File: src/shared/crb_pkg.sv
// Register map, field layout and types of the CAN receive buffer and filter block
`default_nettype none

package crb_pkg;

	// ==================================================================
	// Sizes
	localparam int NBUF = 2;
	localparam int NFLT = 4;
	localparam int NWRD = 4;
	localparam int AW   = 8;
	localparam int DW   = 32;
	localparam int RW   = 16;
	localparam int MW   = NWRD * RW;

	// ==================================================================
	// Address map (byte addresses, one 32-bit word per register)
	localparam logic [AW-1:0] BUF_BASE   = 8'h00;
	localparam logic [AW-1:0] BUF_STRIDE = 8'h20;
	localparam logic [AW-1:0] FLT_BASE   = 8'h40;
	localparam logic [AW-1:0] FLT_STRIDE = 8'h10;
	localparam logic [AW-1:0] MSK_BASE   = 8'h80;
	localparam logic [AW-1:0] MSK_STRIDE = 8'h10;
	localparam int            GRP_HI     = 7;
	localparam int            GRP_LO     = 6;
	localparam int            BIDX_POS   = 5;
	localparam int            BSEL_HI    = 4;
	localparam int            FIDX_HI    = 5;
	localparam int            FIDX_LO    = 4;
	localparam int            MIDX_POS   = 4;
	localparam int            FSEL_HI    = 3;
	localparam int            SEL_LO     = 2;
	localparam logic [1:0]    GRP_BUF    = 2'h0;
	localparam logic [1:0]    GRP_FLT    = 2'h1;
	localparam logic [1:0]    GRP_MSK    = 2'h2;

	// Register select within a group
	localparam logic [2:0] SEL_STD  = 3'h0;
	localparam logic [2:0] SEL_EXT  = 3'h1;
	localparam logic [2:0] SEL_LEN  = 3'h2;
	localparam logic [2:0] SEL_EXTL = 3'h2;
	localparam logic [2:0] SEL_HOLE = 3'h3;
	localparam logic [2:0] SEL_DAT0 = 3'h3;
	localparam logic [2:0] SEL_DAT3 = 3'h6;
	localparam logic [2:0] SEL_CTL  = 3'h7;

	// ==================================================================
	// Field positions
	localparam int STD_HI   = 12;
	localparam int STD_LO   = 2;
	localparam int SUB_POS  = 1;
	localparam int XF_POS   = 0;
	localparam int EXTH_HI  = 11;
	localparam int EXT_HI   = 17;
	localparam int EXT_SPL  = 6;
	localparam int EXTL_LO  = 10;
	localparam int REM_POS  = 9;
	localparam int RSVH_POS = 8;
	localparam int RSVL_POS = 4;
	localparam int LEN_HI   = 3;
	localparam int FULL_POS = 7;
	localparam int CREM_POS = 3;
	localparam int HIT_HI   = 2;

	// ==================================================================
	// Reset values
	localparam logic            WAIT_RST  = 1'b1;
	localparam logic [DW-1:0]   RDATA_RST = 32'h0000_0000;
	localparam logic [NBUF-1:0] FULL_RST  = 2'h0;
	localparam logic            PEND_RST  = 1'b0;

	// ==================================================================
	// Types
	typedef struct packed {
		logic [10:0]   std_identifier;
		logic [17:0]   ext_identifier;
		logic          extended_frame_flag;
		logic          subst_remote;
		logic          remote_request_flag;
		logic [3:0]    length_code;
		logic [MW-1:0] payload_word;
	} crb_frame_t;

	typedef struct packed {
		logic [10:0] std_identifier;
		logic [17:0] ext_identifier;
		logic        extended_frame_flag;
		logic        subst_remote;
		logic        remote_request_flag;
		logic [3:0]  length_code;
		logic [2:0]  filter_hit;
	} crb_hdr_t;

	// Filter or mask; type_bit is filter_extended_enable or mask_identifier_mode
	typedef struct packed {
		logic [10:0] std_identifier;
		logic [17:0] ext_identifier;
		logic        type_bit;
	} crb_idr_t;

	typedef struct packed {
		logic       hit;
		logic [1:0] grp;
		logic [1:0] idx;
		logic [2:0] sel;
	} crb_dec_t;

	typedef enum logic [1:0] {BUS_IDLE, BUS_LOOK, BUS_DONE} crb_bus_t;

endpackage

`default_nettype wire

File: src/logic/crb_rx_filter.sv
// CAN receive buffers with acceptance filters and masks behind an Avalon-MM slave
//
// Added by the designer: the Avalon-MM interface to the registers and the address map.
`default_nettype none

module crb_rx_filter
	import crb_pkg::*;
(
	// Clock and reset
	input  wire logic            ref_clk,
	input  wire logic            rst,
	// Avalon-MM slave
	input  wire logic [AW-1:0]   avs_address,
	input  wire logic            avs_read,
	input  wire logic            avs_write,
	input  wire logic [DW-1:0]   avs_writedata,
	input  wire logic [DW/8-1:0] avs_byteenable,
	output logic      [DW-1:0]   avs_readdata,
	output logic                 avs_waitrequest,
	// Frames from the protocol engine
	input  wire crb_frame_t      rx_frame,
	input  wire logic            rx_frame_valid,
	// Buffer status
	output logic      [NBUF-1:0] buffer_full_flag
);

	crb_hdr_t        hdr_r [NBUF];
	crb_hdr_t        hdr_nxt [NBUF];
	crb_idr_t        flt_r [NFLT];
	crb_idr_t        flt_nxt [NFLT];
	crb_idr_t        msk_r [NBUF];
	crb_idr_t        msk_nxt [NBUF];
	logic [MW-1:0]   pend_data_r;
	logic [MW-1:0]   pend_data_nxt;
	logic            pend_buf_r;
	logic            pend_buf_nxt;
	logic [NBUF-1:0] full_r;
	logic [NBUF-1:0] full_nxt;
	logic            pend_r;
	logic            pend_nxt;
	crb_bus_t        st_r;
	crb_bus_t        st_nxt;
	logic            wait_r;
	logic            wait_nxt;
	logic [DW-1:0]   rdata_r;
	logic [DW-1:0]   rdata_nxt;
	logic [NFLT-1:0] match;
	logic            win_found;
	logic [1:0]      win_flt;
	logic            win_buf;
	logic            load;
	crb_dec_t        dec;
	logic            bus_wr;
	logic [RW-1:0]   wr16;
	logic [1:0]      be2;
	logic [1:0]      wsel;
	logic            is_dat;
	logic            mem_we_bus;
	logic            commit;
	logic [MW/8-1:0] bus_wbe;
	logic [MW-1:0]   mem_rdata;
	logic [RW-1:0]   rd_mux;

	// ==================================================================
	// Functions
	function automatic crb_dec_t reg_decode(input logic [AW-1:0] a);
		crb_dec_t d;
		d = '0;
		d.grp = a[GRP_HI:GRP_LO];
		if (a[1:0] == 2'h0 && d.grp == GRP_BUF)
		begin
			d.hit = 1'b1;
			d.idx = {1'b0, a[BIDX_POS]};
			d.sel = a[BSEL_HI:SEL_LO];
		end
		else if (a[1:0] == 2'h0 && d.grp != 2'h3 && a[FSEL_HI:SEL_LO] != SEL_HOLE[1:0])
		begin
			d.hit = (d.grp == GRP_FLT) || !a[BIDX_POS];
			d.idx = (d.grp == GRP_FLT) ? a[FIDX_HI:FIDX_LO] : {1'b0, a[MIDX_POS]};
			d.sel = {1'b0, a[FSEL_HI:SEL_LO]};
		end
		return d;
	endfunction

	function automatic logic [RW-1:0] be_merge(input logic [RW-1:0] o, input logic [RW-1:0] n,
		input logic [1:0] be);
		return {be[1] ? n[15:8] : o[15:8], be[0] ? n[7:0] : o[7:0]};
	endfunction

	function automatic logic [RW-1:0] buf_read(input crb_hdr_t h, input logic [2:0] sel);
		logic [RW-1:0] r;
		r = '0;
		if (sel == SEL_STD)
		begin
			r[STD_HI:STD_LO] = h.std_identifier;
			r[SUB_POS]       = h.subst_remote;
			r[XF_POS]        = h.extended_frame_flag;
		end
		else if (sel == SEL_EXT)
			r[EXTH_HI:0] = h.ext_identifier[EXT_HI:EXT_SPL];
		else if (sel == SEL_LEN)
		begin
			r[RW-1:EXTL_LO] = h.ext_identifier[EXT_SPL-1:0];
			r[REM_POS]      = h.remote_request_flag;
			r[LEN_HI:0]     = h.length_code;
		end
		else if (sel == SEL_CTL)
		begin
			r[CREM_POS]   = h.remote_request_flag;
			r[HIT_HI:0]   = h.filter_hit;
		end
		return r;
	endfunction

	function automatic logic [RW-1:0] idr_read(input crb_idr_t d, input logic [2:0] sel);
		logic [RW-1:0] r;
		r = '0;
		if (sel == SEL_STD)
		begin
			r[STD_HI:STD_LO] = d.std_identifier;
			r[XF_POS]        = d.type_bit;
		end
		else if (sel == SEL_EXT)
			r[EXTH_HI:0] = d.ext_identifier[EXT_HI:EXT_SPL];
		else if (sel == SEL_EXTL)
			r[RW-1:EXTL_LO] = d.ext_identifier[EXT_SPL-1:0];
		return r;
	endfunction

	function automatic crb_idr_t idr_write(input crb_idr_t d, input logic [2:0] sel,
		input logic [RW-1:0] v);
		crb_idr_t n;
		n = d;
		if (sel == SEL_STD)
		begin
			n.std_identifier = v[STD_HI:STD_LO];
			n.type_bit       = v[XF_POS];
		end
		else if (sel == SEL_EXT)
			n.ext_identifier[EXT_HI:EXT_SPL] = v[EXTH_HI:0];
		else if (sel == SEL_EXTL)
			n.ext_identifier[EXT_SPL-1:0] = v[RW-1:EXTL_LO];
		return n;
	endfunction

	function automatic logic id_match(input crb_frame_t fr, input crb_idr_t f,
		input crb_idr_t m);
		logic std_ok;
		logic ext_ok;
		logic type_ok;
		std_ok  = ((fr.std_identifier ^ f.std_identifier) & m.std_identifier) == '0;
		ext_ok  = !fr.extended_frame_flag
			|| (((fr.ext_identifier ^ f.ext_identifier) & m.ext_identifier) == '0);
		type_ok = !m.type_bit || (f.type_bit == fr.extended_frame_flag);
		return std_ok && ext_ok && type_ok;
	endfunction

	// ==================================================================
	// Acceptance filtering, lowest filter wins; filters 2n and 2n+1 feed buffer n
	for (genvar f = 0; f < NFLT; f++)
	begin : g_flt
		assign match[f] = id_match(rx_frame, flt_r[f], msk_r[f/2]);
	end

	always_comb
	begin
		win_found = 1'b0;
		win_flt   = '0;
		for (int f = NFLT - 1; f >= 0; f--)
		begin
			if (match[f])
			begin
				win_found = 1'b1;
				win_flt   = 2'(f);
			end
		end
	end

	assign win_buf = win_flt[1];
	assign load    = rx_frame_valid && win_found && !full_r[win_buf] && !pend_r;

	// ==================================================================
	// Bus decode and write steering
	assign dec        = reg_decode(avs_address);
	assign bus_wr     = (st_r == BUS_DONE) && avs_write && dec.hit;
	assign wr16       = avs_writedata[RW-1:0];
	assign be2        = avs_byteenable[1:0];
	assign wsel       = 2'(dec.sel - SEL_DAT0);
	assign is_dat     = (dec.grp == GRP_BUF) && dec.sel >= SEL_DAT0 && dec.sel <= SEL_DAT3;
	assign mem_we_bus = bus_wr && is_dat;
	assign commit     = pend_r && !mem_we_bus;
	assign bus_wbe    = {6'h00, be2} << {wsel, 1'b0};

	crb_mem u_mem (
		.ref_clk (ref_clk),
		.we      (mem_we_bus || commit),
		.waddr   (mem_we_bus ? dec.idx[0] : pend_buf_r),
		.wbe     (mem_we_bus ? bus_wbe : 8'hFF),
		.wdata   (mem_we_bus ? {NWRD{wr16}} : pend_data_r),
		.raddr   (dec.idx[0]),
		.rdata   (mem_rdata)
	);

	// ==================================================================
	// Identifier state, no reset
	always_comb
	begin
		logic [RW-1:0] v;
		v             = '0;
		pend_buf_nxt  = pend_buf_r;
		pend_data_nxt = pend_data_r;
		for (int b = 0; b < NBUF; b++)
		begin
			hdr_nxt[b] = hdr_r[b];
			msk_nxt[b] = msk_r[b];
			if (bus_wr && dec.grp == GRP_BUF && dec.idx[0] == b[0])
			begin
				v = be_merge(buf_read(hdr_r[b], dec.sel), wr16, be2);
				if (dec.sel == SEL_STD)
				begin
					hdr_nxt[b].std_identifier      = v[STD_HI:STD_LO];
					hdr_nxt[b].subst_remote        = v[SUB_POS];
					hdr_nxt[b].extended_frame_flag = v[XF_POS];
				end
				else if (dec.sel == SEL_EXT)
					hdr_nxt[b].ext_identifier[EXT_HI:EXT_SPL] = v[EXTH_HI:0];
				else if (dec.sel == SEL_LEN)
				begin
					hdr_nxt[b].ext_identifier[EXT_SPL-1:0] = v[RW-1:EXTL_LO];
					hdr_nxt[b].remote_request_flag         = v[REM_POS];
					hdr_nxt[b].length_code                 = v[LEN_HI:0];
				end
			end
			if (bus_wr && dec.grp == GRP_MSK && dec.idx[0] == b[0])
				msk_nxt[b] = idr_write(msk_r[b], dec.sel,
					be_merge(idr_read(msk_r[b], dec.sel), wr16, be2));
			if (load && win_buf == b[0])
			begin
				hdr_nxt[b].std_identifier      = rx_frame.std_identifier;
				hdr_nxt[b].ext_identifier      = rx_frame.ext_identifier;
				hdr_nxt[b].extended_frame_flag = rx_frame.extended_frame_flag;
				hdr_nxt[b].subst_remote        = rx_frame.subst_remote;
				hdr_nxt[b].remote_request_flag = rx_frame.remote_request_flag;
				hdr_nxt[b].length_code         = rx_frame.length_code;
				hdr_nxt[b].filter_hit          = {1'b0, win_flt};
			end
		end
		for (int f = 0; f < NFLT; f++)
		begin
			flt_nxt[f] = flt_r[f];
			if (bus_wr && dec.grp == GRP_FLT && dec.idx == 2'(f))
				flt_nxt[f] = idr_write(flt_r[f], dec.sel,
					be_merge(idr_read(flt_r[f], dec.sel), wr16, be2));
		end
		if (load)
		begin
			pend_buf_nxt  = win_buf;
			pend_data_nxt = rx_frame.payload_word;
		end
	end

	always_ff @(posedge ref_clk)
	begin
		hdr_r       <= hdr_nxt;
		flt_r       <= flt_nxt;
		msk_r       <= msk_nxt;
		pend_buf_r  <= pend_buf_nxt;
		pend_data_r <= pend_data_nxt;
	end

	// ==================================================================
	// Full flags and pending payload commit
	always_comb
	begin
		pend_nxt = load ? 1'b1 : (commit ? 1'b0 : pend_r);
		for (int b = 0; b < NBUF; b++)
		begin
			full_nxt[b] = full_r[b];
			if (bus_wr && dec.grp == GRP_BUF && dec.idx[0] == b[0] && dec.sel == SEL_CTL
				&& be2[0] && !wr16[FULL_POS])
				full_nxt[b] = 1'b0;
			if (commit && pend_buf_r == b[0])
				full_nxt[b] = 1'b1;
		end
	end

	always_ff @(posedge ref_clk or posedge rst)
	begin
		if (rst)
		begin
			full_r <= FULL_RST;
			pend_r <= PEND_RST;
		end
		else
		begin
			full_r <= full_nxt;
			pend_r <= pend_nxt;
		end
	end

	// ==================================================================
	// Read mux and bus handshake
	always_comb
	begin
		rd_mux = '0;
		if (dec.hit && dec.grp == GRP_BUF && is_dat)
			rd_mux = mem_rdata[wsel*RW +: RW];
		else if (dec.hit && dec.grp == GRP_BUF)
		begin
			rd_mux = buf_read(hdr_r[dec.idx[0]], dec.sel);
			if (dec.sel == SEL_CTL)
				rd_mux[FULL_POS] = full_r[dec.idx[0]];
		end
		else if (dec.hit && dec.grp == GRP_FLT)
			rd_mux = idr_read(flt_r[dec.idx], dec.sel);
		else if (dec.hit && dec.grp == GRP_MSK)
			rd_mux = idr_read(msk_r[dec.idx[0]], dec.sel);
	end

	always_comb
	begin
		st_nxt    = st_r;
		wait_nxt  = wait_r;
		rdata_nxt = rdata_r;
		unique case (st_r)
			BUS_IDLE:
			begin
				if (avs_read || avs_write)
					st_nxt = BUS_LOOK;
			end
			BUS_LOOK:
			begin
				st_nxt    = BUS_DONE;
				wait_nxt  = 1'b0;
				rdata_nxt = avs_read ? {{(DW-RW){1'b0}}, rd_mux} : RDATA_RST;
			end
			BUS_DONE:
			begin
				st_nxt   = BUS_IDLE;
				wait_nxt = WAIT_RST;
			end
			default:
			begin
				st_nxt   = BUS_IDLE;
				wait_nxt = WAIT_RST;
			end
		endcase
	end

	always_ff @(posedge ref_clk or posedge rst)
	begin
		if (rst)
		begin
			st_r    <= BUS_IDLE;
			wait_r  <= WAIT_RST;
			rdata_r <= RDATA_RST;
		end
		else
		begin
			st_r    <= st_nxt;
			wait_r  <= wait_nxt;
			rdata_r <= rdata_nxt;
		end
	end

	assign avs_readdata     = rdata_r;
	assign avs_waitrequest  = wait_r;
	assign buffer_full_flag = full_r;

	// ==================================================================
	// Assertions
	logic     rd_look;
	crb_hdr_t pb_hdr;
	crb_hdr_t look_hdr;

	assign rd_look  = (st_r == BUS_LOOK) && avs_read && dec.hit;
	assign pb_hdr   = hdr_r[pend_buf_r];
	assign look_hdr = hdr_r[dec.idx[0]];
endmodule

`default_nettype wire

File: src/logic/crb_mem.sv
// Payload word store of the receive buffers, byte writable, registered read
`default_nettype none

module crb_mem
	import crb_pkg::*;
(
	// Clock
	input  wire logic            ref_clk,
	// Write port
	input  wire logic            we,
	input  wire logic            waddr,
	input  wire logic [MW/8-1:0] wbe,
	input  wire logic [MW-1:0]   wdata,
	// Read port
	input  wire logic            raddr,
	output logic      [MW-1:0]   rdata
);

	logic [MW-1:0] mem [NBUF];

	// ==================================================================
	// Storage, contents undefined after reset
	always_ff @(posedge ref_clk)
	begin
		for (int i = 0; i < MW / 8; i++)
		begin
			if (we && wbe[i])
				mem[waddr][i*8 +: 8] <= wdata[i*8 +: 8];
		end
		rdata <= mem[raddr];
	end

endmodule

`default_nettype wire

File: config.mk
export PLATFORM = sky130hd
export DESIGN_NAME = crb_rx_filter
export DESIGN_NICKNAME = d
export VERILOG_FILES = /design/src/shared/crb_pkg.sv /design/src/logic/crb_rx_filter.sv /design/src/logic/crb_mem.sv
export SDC_FILE = /design/constraint.sdc
export NUM_CORES = 1
export LEC_CHECK = 0
export BUFFER_PORTS_ARGS = -buffer_cell sky130_fd_sc_hd__buf_2
export CELL_PAD_IN_SITES_DETAIL_PLACEMENT = 0
export CELL_PAD_IN_SITES_GLOBAL_PLACEMENT = 1
export CORE_ASPECT_RATIO = 1.75
export CORE_UTILIZATION = 56
export CTS_BUF_LIST = sky130_fd_sc_hd__clkbuf_4 sky130_fd_sc_hd__clkbuf_8
export CTS_CLUSTER_SIZE = 40
export DETAILED_ROUTE_END_ITERATION = 16
export GPL_TIMING_DRIVEN = 0
export PLACE_DENSITY_LB_ADDON = 0.1
export SLEW_MARGIN = 20
export SYNTH_ARGS = -nofsm -noshare
export SYNTH_HDL_FRONTEND = slang
export SYNTH_HIERARCHICAL = 1
export SYNTH_SLANG_ARGS = --single-unit
File: constraint.sdc
create_clock -name ref_clk -period 20.9 [get_ports ref_clk]
set_input_delay 5.225 -clock ref_clk [delete_from_list [all_inputs] [get_ports ref_clk]]
set_output_delay 5.225 -clock ref_clk [all_outputs]
set_load 0.02 [all_outputs]
# ---- After elaboration in Yosys (flattened, before gate mapping)
# Memories as Yosys holds them, arrays and structs flattened. A register that Yosys moved wholly into a read port is not among the register bits.
# Cells that the tools add are included.
dict set report op_classes {
  n_lt_le_gt_ge 6
  n_reduce_logical 136
  muxes 197
  n_eq_ne 28
  shift 2
  n_bitwise 23
  addsub 1
}
# operator n
set op_table {}
lappend op_table {{39-bit 2-to-1 mux} 5}
lappend op_table {{30-bit 2-to-1 mux} 5}
lappend op_table {{8-bit 2-to-1 mux} 17}
lappend op_table {{11-bit 2-to-1 mux} 10}
lappend op_table {{6-bit 2-to-1 mux} 18}
lappend op_table {{10-bit 2-to-1 mux} 8}
lappend op_table {{16-bit 2-to-1 mux} 5}
lappend op_table {{18-bit bitwise AND} 4}
lappend op_table {{18-bit zero test} 4}
lappend op_table {{36-bit 2-to-1 mux} 2}
lappend op_table {{18-bit XOR} 4}
lappend op_table {{4-bit 2-to-1 mux} 16}
lappend op_table {{64-bit 2-to-1 mux} 1}
lappend op_table {{64-bit by 7-bit indexed part select with 16-bit output} 1}
lappend op_table {{7-bit 2-to-1 mux} 9}
lappend op_table {{30-bit binary-select mux with 2-bit select} 1}
lappend op_table {{4-bit AND reduction} 14}
lappend op_table {{5-bit 2-to-1 mux} 11}
lappend op_table {{1-bit logical AND} 53}
lappend op_table {{1-bit 2-to-1 mux} 50}
lappend op_table {{11-bit bitwise AND} 4}
lappend op_table {{11-bit zero test} 4}
lappend op_table {{11-bit XOR} 4}
lappend op_table {{3-bit 2-to-1 mux} 14}
lappend op_table {{other kinds (34)} 129}
dict set report word_totals {
  ram_bits 128
  input_bits 149
  memories 1
  regBits 359
  out_inout_bits 35
}
# name depth word_bits rd rd_clocked_by_memory_dff write_ports line
set mem_list {}
lappend mem_list {u_mem.mem 2 64 1 1 1 crb_mem.sv:19} ;# logic [MW-1:0] mem [NBUF];

# ---- Longest topological paths before layout
# Gate-level depths: netlist (run 1).
dict set report logic_depth {
  ltp_word 18
  depth_mapped 16
  ltp_nobuf 13
}

# ---- Hierarchy
# The synthesis (run 1) kept the hierarchy.
# mod area_per_inst_um2 cells_each seq_area_each_um2 instances
set modules_own_cells {}
lappend modules_own_cells {crb_rx_filter 18602.8 1581 10191.0 1}
lappend modules_own_cells {crb_mem 6329.8 281 5124.9 1}

# ---- Worst setup path after synthesis (run 1)
# OpenSTA, ideal clock, no wires.
dict set report synth_path {
  path_type {input port to flip-flop}
  from {input port rx_frame[74] (netlist bit)}
  to {register pend_buf_r (enable)}
  setup_time_ns 0.585
  stages 9
  t_arrival_ns 11.340
  path_slack_ns 8.975
  path_cell_list {clkbuf_1 xor2_1 a22oi_1 nand2_1 o41ai_1 nand4_1 nand2_1 nor2_1 a211oi_1}
}
dict set report synth_via {
  elab_chain_cells 15
  elab_cells_between_ends 38
}
# element line
set synth_rtl {}
lappend synth_rtl {{start: declaration} crb_rx_filter.sv:21} ;# input wire crb_frame_t rx_frame,
lappend synth_rtl {{18-bit XOR} crb_rx_filter.sv:153} ;# || (((fr.ext_identifier ^ f.ext_identifier) & m.ext_identifier) == '0);
lappend synth_rtl {{18-bit bitwise AND} crb_rx_filter.sv:153}
lappend synth_rtl {{18-bit zero test} crb_rx_filter.sv:153}
lappend synth_rtl {{1-bit logical OR} crb_rx_filter.sv:153}
lappend synth_rtl {{1-bit logical AND (2 in series)} crb_rx_filter.sv:155} ;# return std_ok && ext_ok && type_ok;
lappend synth_rtl {{2-bit 2-to-1 mux (4 in series)} crb_rx_filter.sv:171} ;# if (match[f])
lappend synth_rtl {{1-bit 2-to-1 mux (implied by the code) (2 in series)} crb_rx_filter.sv:180} ;# assign load = rx_frame_valid && win_found && !full_r[win_buf] && !pend_r;
lappend synth_rtl {{1-bit zero test} crb_rx_filter.sv:180}
lappend synth_rtl {{1-bit logical AND (*) (2 in series)} crb_rx_filter.sv:180}
lappend synth_rtl {{via load} crb_rx_filter.sv:51} ;# logic load;
lappend synth_rtl {{end signal: assignment} crb_rx_filter.sv:267} ;# pend_buf_r <= pend_buf_nxt;
lappend synth_rtl {{end: declaration} crb_rx_filter.sv:35} ;# logic pend_buf_r;
# Mark *: on every way through the listed nets, which the timed path passes. The rest lies on a longest branch. The select of a mux whose other input is x is not followed.
# A chain may end at the register's enable or synchronous reset.

# ---- Final worst setup path (run 1)
dict set report layout_path {
  from {input port avs_address[1]}
  to {register flt_r[98] (netlist bit) (enable)}
}
dict set report layout_via {
  elab_chain_cells 9
  elab_cells_between_ends 17
}
# element line
set layout_rtl {}
lappend layout_rtl {{start: declaration} crb_rx_filter.sv:13} ;# input wire logic [AW-1:0] avs_address,
lappend layout_rtl {{2-bit zero test (*)} {crb_rx_filter.sv:70, crb_rx_filter.sv:76}}
lappend layout_rtl {{branches (longest 7 deep; another with 5-bit 2-to-1 mux)} n/a}
lappend layout_rtl {{4-bit AND reduction (no source line) (*)} n/a}
lappend layout_rtl {{end signal: assignment} crb_rx_filter.sv:265} ;# flt_r <= flt_nxt;
lappend layout_rtl {{end: declaration} crb_rx_filter.sv:29} ;# crb_idr_t flt_r [NFLT];
# Every way passes the cells marked *.

==> impl_metrics.yaml, run 1 <==
outcome:
  status: "completed"
final_layout:
  drive_gt1_share_pct: 23.65
  syn_to_final_growth_pct: 13.33
  fin_nets: 2240
clock_tree:
  htree_levels: 3
  numCtsBuffers: 78
  ctsRootBufferMaster: "clkbuf_8"
  path_clk_slew_ns: 0.06
  clock_sinks: 535
  clockBufferDepth: 3
  clock_latency_ns: 0.68
  post_cts_buffers: 0
  cts_resized: 0
  cts_tree: "yes"
  cts_hold_buf: 0
synth:
  synth_top_cells_by_count: "449 x edfxtp_1, 234 x nand2_1, 123 x nor2_1"
  mappedNetlistArea_mm2: 0.02493
  ys.flop_type: "edfxtp_1"
  yosys_register_bits: 535
  async_flop_share_pct: 4.112
  synth_edf_count: 449
  synth_top_area_cell: "edfxtp_1"
  syn_avg_cell_area_um2: 13.39
  yosysMostFrequentCell: "edfxtp_1"
  yosysSeqAreaShare_pct: 61.43
  synth_cells: 1862
  ys_warn_count: 6
  ys_types: 67
  yosys-top-cells-area: "edfxtp_1 54%, dfxtp_1 5.1%, xor2_1 4.2%"
  synth_top_area_share_pct: 54.08
routing:
  wl_per_cell_um: 34.64
  drt-initial-drc-count: 2336
  drcViolationCount: 0
  ant_nets: 0
  via_per_inst: 6.747
  vias: 18360
  wl_um: 94250
  drt_first_pass_iters: 6
worst_setup_path:
  critical_path.max_stage_delay_ns: 0.74
  cp.required_ns: 21.24
  crit_chain: "buf_2 > nor2_1 > o21a_1 > nand2_1 > inv_1 > buf_2 > ha_1 > inv_1 > a21o_1 > nor2_1 > buf_2 > buf_2 > buf_1 > nand2_1 > nor2_1"
  r2r-start: "flt_r[9]"
  r2r_cells: 10
  end_kind: "flop"
  cp_max_fo: 11
  r2r_setup_slack_ns: 15.64
  cp_data_arrival_time_ns: 10.13
  start_kind: "input pin"
  worst_path_most_repeated_cell: "buf_2"
  crit_type: "input pin to flop"
  critPathSlowestCell: "buf_1"
  reg2reg_to: "hdr_r[29]"
placed_design:
  io_buffers: 115
  dpl.hpwl_um: 70570
  place.gp.congestion: 1.095
  pre_cts_ws_ns: 10.70
timing:
  timing.final.setup_violations: 0
  rsz0062_at_grt: "no"
  clock.fmax_mhz: 102.2
  max_slew_margin_pct: 6.397
  hold_violations: 0
  setup_ws_ns: 11.11
  period_needed_ns: 9.789
  drv_slew: 0
  finalClockSkew_ns: 0.04421
  fin_crit_sh_pct: 46.84
  tns_ns: 0
  tightest_slew_ns: 1.401
power:
  p_leak_nw: 10.60
  ir_worst_vdd_uv: 75.33
  p_per_area_mw_per_mm2: 82.19
  p_total_mw: 2.322
floorplanning:
  num_rows: 101
  die_w_um: 161.5
  initial_core_util_pct: 57.19
  design.core.area_mm2: 0.04360
  dieArea_mm2: 0.04540
  io_pins: 184
  die_h_um: 281.1
min_path:
  min_path_cells: 1
  hold_start: "u_mem/mem[1][50]"
  hold_class: "flop to flop"
  hold_end: "u_mem/rdata[50]"
grt:
  grt_pass1_wl_um: 130300
  grt_max_degree: 23
  track_usage_pct: 42.32
  grt_pass1_vias: 18530
  antenna_found_initial: 8
  overflow: 0
run:
  drv_cap: 0
==> placed cells by master, fill, tap and decap left out, types with 8 or more instances in the layout <==
cell	count
a21oi_1	53
xor2_1	120
nor3_1	11
clkinv_1	8
clkbuf_8	86
clkbuf_1	76
dfxtp_1	64
and3_1	10
a22oi_1	62
clkinv_2	11
buf_1	10
a22o_1	28
mux2_2	32
clkbuf_4	30
buf_2	141
o21ai_0	55
nor2_1	110
buf_6	18
a21boi_0	13
conb_1	16
mux2i_1	23
a21o_1	26
mux2_4	60
and3b_1	8
nand2_1	234
a221o_1	30
inv_1	17
nand2b_1	10
a221oi_1	77
buf_4	23
and2_1	8
mux4_2	46
a31oi_1	14
nor2_2	10
nand3_1	20
dfrtp_1	21
edfxtp_1	449
==> where the power goes <==
group	total, mW	leakage, nW	internal, mW	switching [mW]
logic	0.232	4.82	0.0738	0.159
registers	1.18	4.88	1.17	0.00956
clock network	0.909	0.903	0.490	0.419
total	2.32	10.6	1.74	0.587
==> stage by stage <==
| stage | util [%] | hold slack, ns | std cells | area [um^2] |
|---|---|---|---|---|
| floorplan | - | 0.4302 | 1877 | 24990 |
| global placement | 60.26 | 0.4420 | 2558 | 26270 |
| detailed placement | 60.88 | 0.4585 | 2572 | 26540 |
| CTS | 64.76 | 0.4579 | 2717 | 28230 |
| global route | 64.80 | 0.4765 | 2719 | 28250 |
| finish | 64.81 | 0.4649 | 2721 | 28260 |
==> cell families (layout without fill, tap and decap cells) <==
group	count (synthesis)	after routing	synth area share (%)
buf+inv	174	449	3.819
flops	535	535	61.43
other cells	1	19	0.01504
fa+ha+maj	4	4	0.2007
mux	168	168	10.45
xor+xnor	120	120	4.215
compound gates	418	418	12.28
simple gates	442	442	7.583
==> worst max-delay path: cells and delay by family <==
family	cells	cell delay [ns]
adder cells (fa/ha/maj)	1	0.45
AO/OA/AOI/OAI	2	0.45
AND/OR/NAND/NOR	5	1.67
buffers and inverters	7	2.31
==> registers in the layout, indices dropped and copies added (netlist names) <==
signal,flops
avs_readdata,16
avs_waitrequest,1
buffer_full_flag,2
flt_r,120
hdr_r,76
msk_r,60
pend_buf_r,1
pend_data_r,64
pend_r,1
st_r,2
u_mem/mem,128
u_mem/rdata,64
==> how the worst max path moves through the flow <==
stage / slack [ns] / end / startpoint / cells past startpoint
finish: 11.11 / flt_r[98] / avs_address[1] / 15
global route: 11.00 / msk_r[8] / avs_address[1] / 15
CTS: 11.35 / flt_r[98] / avs_address[1] / 15
detailed placement: 10.70 / flt_r[98] / avs_address[1] / 15
global placement: 5.83 / pend_data_r[62] / rx_frame[79] / 9
floorplan: 8.98 / pend_buf_r / rx_frame[74] / 9
==> layout make-up <==
class	instances	area, um^2
Timing Repair Buffer	130	770.7
Fill cell	3326	15340
Inverter	20	82.58
Buffer	154	873.3
Sequential cell	535	15320
Antenna cell	3	7.507
Multi-Input combinational cell	1168	8808
Tap cell	566	708.2
Clock inverter	29	281.5
Clock buffer	116	1409
==> layer usage <==
| layer | global-route usage (%) | up-vias | share of wire (%) |
|---|---|---|---|
| met3 | 11.22 | 539 | 10 |
| li1 | - | 7533 | - |
| met2 | 71.52 | 1443 | 49 |
| met4 | 41.92 | 12 | 12 |
| met1 | 40.94 | 8832 | 29 |
| met5 | 0 | - | 0.15 |
Power figures use the tool's default switching activity.
==> run 2: changes to the inputs <==
- ABC_AREA: default -> 1
- CORE_UTILIZATION: 56 -> 44
- clock period: 20.9 -> 8.3 ns (I/O delays scaled with it)
==> impl_metrics.yaml, run 2 <==
final_layout:
  final_common_cell: "nand2_1"
  fillers: 5628
  design_area_mm2: 0.02932
  largestRegisters: "u_mem/mem x128, flt_r x120, hdr_r x76"
  drive_gt1_share_pct: 13.99
  fin_nets: 3269
  top_register: "u_mem/mem"
  layout_common_cells: "1121 x nand2_1, 449 x edfxtp_1, 220 x o21ai_0"
  syn_to_final_growth_pct: 14.24
  largest_reg_flops: 128
synth:
  synth_top_cells_by_count: "1121 x nand2_1, 449 x edfxtp_1, 225 x o21ai_0"
  yosysMostFrequentCell: "nand2_1"
  yosysSeqAreaShare_pct: 59.67
  ys_warn_count: 6
  yosys_register_bits: 535
  syn_avg_cell_area_um2: 8.946
  ys_types: 51
  yosys-top-cells-area: "edfxtp_1 53%, nand2_1 16%, dfxtp_1 5.0%"
  synth_edf_count: 449
  synth_top_area_share_pct: 52.53
  synth_cells: 2869
  async_flop_share_pct: 4.112
  ys.flop_type: "edfxtp_1"
  mappedNetlistArea_mm2: 0.02567
  synth_top_area_cell: "edfxtp_1"
min_path:
  hold_class: "flop to flop"
  min_path_cells: 2
  hold_end: "u_mem/rdata[55]"
  hold_start: "u_mem/mem[0][55]"
power:
  switching_power_mw: 1.568
  p_clk_share_pct: 39.9
  p_per_area_mw_per_mm2: 200.4
  p_int_mw: 4.308
  combPwrFrac_pct: 9.7
  ir_worst_vdd_uv: 181.0
  p_leak_nw: 12.56
  p_sw_share_pct: 26.68
  seqPwrFrac_pct: 50.4
run:
  drv_cap: 0
worst_setup_path:
  end_kind: "flop"
  r2r_setup_slack_ns: 4.20
  cp_data_arrival_time_ns: 6.53
  start_kind: "input pin"
  cp_max_fo: 11
  crit_type: "input pin to flop"
  cp.required_ns: 8.77
  reg2reg_to: "hdr_r[4]"
  r2r-start: "flt_r[96]"
  r2r_cells: 14
timing:
  clock.fmax_mhz: 165.2
  hold_violations: 0
  tightest_slew_ns: 1.202
  max_slew_margin_pct: 19.01
  timing.final.setup_violations: 0
  drv_slew: 0
  finalClockSkew_ns: 0.05620
  fin_crit_sh_pct: 72.95
  period_needed_ns: 6.055
  rsz0062_at_grt: "no"
  tns_ns: 0
routing:
  vias: 22630
  via_per_inst: 5.725
  wl_um: 111600
  drcViolationCount: 0
  drt_first_pass_iters: 6
  ant_nets: 0
  drt-initial-drc-count: 2442
  wl_per_cell_um: 28.24
clock_tree:
  ctsRootBufferMaster: "clkbuf_8"
  cts_hold_buf: 0
  numCtsBuffers: 80
  clock_latency_ns: 0.74
  clockBufferDepth: 3
  post_cts_buffers: 0
  cts_resized: 0
  cts_tree: "yes"
  path_clk_slew_ns: 0.07
  htree_levels: 3
  clock_sinks: 535
grt:
  overflow: 0
  track_usage_pct: 38.20
  antenna_found_initial: 6
  grt_pass1_wl_um: 154700
  grt_pass1_vias: 22290
  grt_max_degree: 66
placed_design:
  placed_cell_area_mm2: 0.02762
  place.gp.congestion: 1.069
  io_buffers: 136
  dpl.hpwl_um: 87240
floorplanning:
  initial_core_util_pct: 44.66
  dieArea_mm2: 0.05934
  die_w_um: 184.6
  design.core.area_mm2: 0.05748
  num_rows: 116
  die_h_um: 321.5
  io_pins: 184
outcome:
  status: "completed"
-- run 2: cell count changes in the layout (fill, tap and decap cells not counted), moves of 60 or more --
cell / delta
inv_1: +184
o21ai_0: +165
buf_2: +62
a221oi_1: -66
nand3_1: +99
mux2_4: -60
nand2_1: +887
nand4_1: +66
xor2_1: -118
-- run 2: layout make-up --
type	count	area, um^2	share of cell area (%)
Antenna cell	4	10.01	0.03414
Timing Repair Buffer	150	865.8	2.953
Buffer	153	840.8	2.867
Multi-Input combinational cell	1975	8808	30.04
Sequential cell	535	15320	52.23
Tap cell	767	959.7	3.273
Clock inverter	47	395.4	1.348
Clock buffer	100	1295	4.416
Inverter	221	832.0	2.838
-- run 2: power groups by stage --
stage | logic [mW] | registers, mW | clock network [mW]
global placement | 0.545 | 3.02 | 0
global route | 0.602 | 2.96 | 2.45
detailed placement | 0.555 | 3.02 | 0
CTS | 0.557 | 2.96 | 2.36
floorplan | 0.279 | 3.03 | 0
finish | 0.571 | 2.96 | 2.34
-- run 2: per-layer routing --
metal	up-vias	wire (um)	GRT usage, %
li1	10140	-	-
met1	10560	34480	36.69
met2	1412	55550	66.43
met3	505	8465	6.694
met4	4	13090	39.50
met5	-	25	0
-- run 2: cell families after synthesis --
group / count (synthesis) / share of synthesized area (%)
simple gates: 1531 / 24.17
flops: 535 / 59.67
fa+ha+maj: 4 / 0.1950
xor+xnor: 2 / 0.06826
buf+inv: 374 / 6.503
other cells: 1 / 0.01461
compound gates: 422 / 9.374
-- run 2: worst max path at each step --
stage | from | endpoint | slack [ns] | cells after the start
6_report | avs_address[7] | hdr_r[23] | 2.25 | 16
5_1_grt | avs_address[7] | u_mem/mem[0][32] | 2.20 | 21
4_1_cts | avs_address[7] | hdr_r[19] | 2.40 | 16
3_5_place_dp | avs_address[7] | hdr_r[20] | 1.66 | 16
3_3_place_gp | avs_address[7] | hdr_r[20] | 0.32 | 15
2_1_floorplan | avs_address[7] | hdr_r[16] | 3.07 | 14
-- run 2: critical path, stage by stage --
cell and delay, ns:
buf_2 0.15, nor2_2 0.11, nand2_2 0.10, buf_6 0.21, nand2_4 0.11, nand2_1 0.31, clkinv_1 0.45, buf_2 0.34
ha_1 0.27, nand2_4 0.20, inv_2 0.17, nand2_4 0.25, buf_2 0.48, clkbuf_1 0.83, o21ai_2 0.19, buf_6 0.23
-- run 2: metrics by stage --
step	utilization (%)	hold slack, ns	setup slack (ns)	power [mW]	std cells
floorplan	-	0.4119	3.070	3.309	2884
global placement	47.61	0.4170	0.3163	3.564	3787
detailed placement	48.06	0.4229	1.656	3.574	3801
CTS	51.00	0.4177	2.399	5.875	3948
global route	51.01	0.4504	2.202	6.020	3950
finish	51.02	0.4242	2.245	5.876	3952
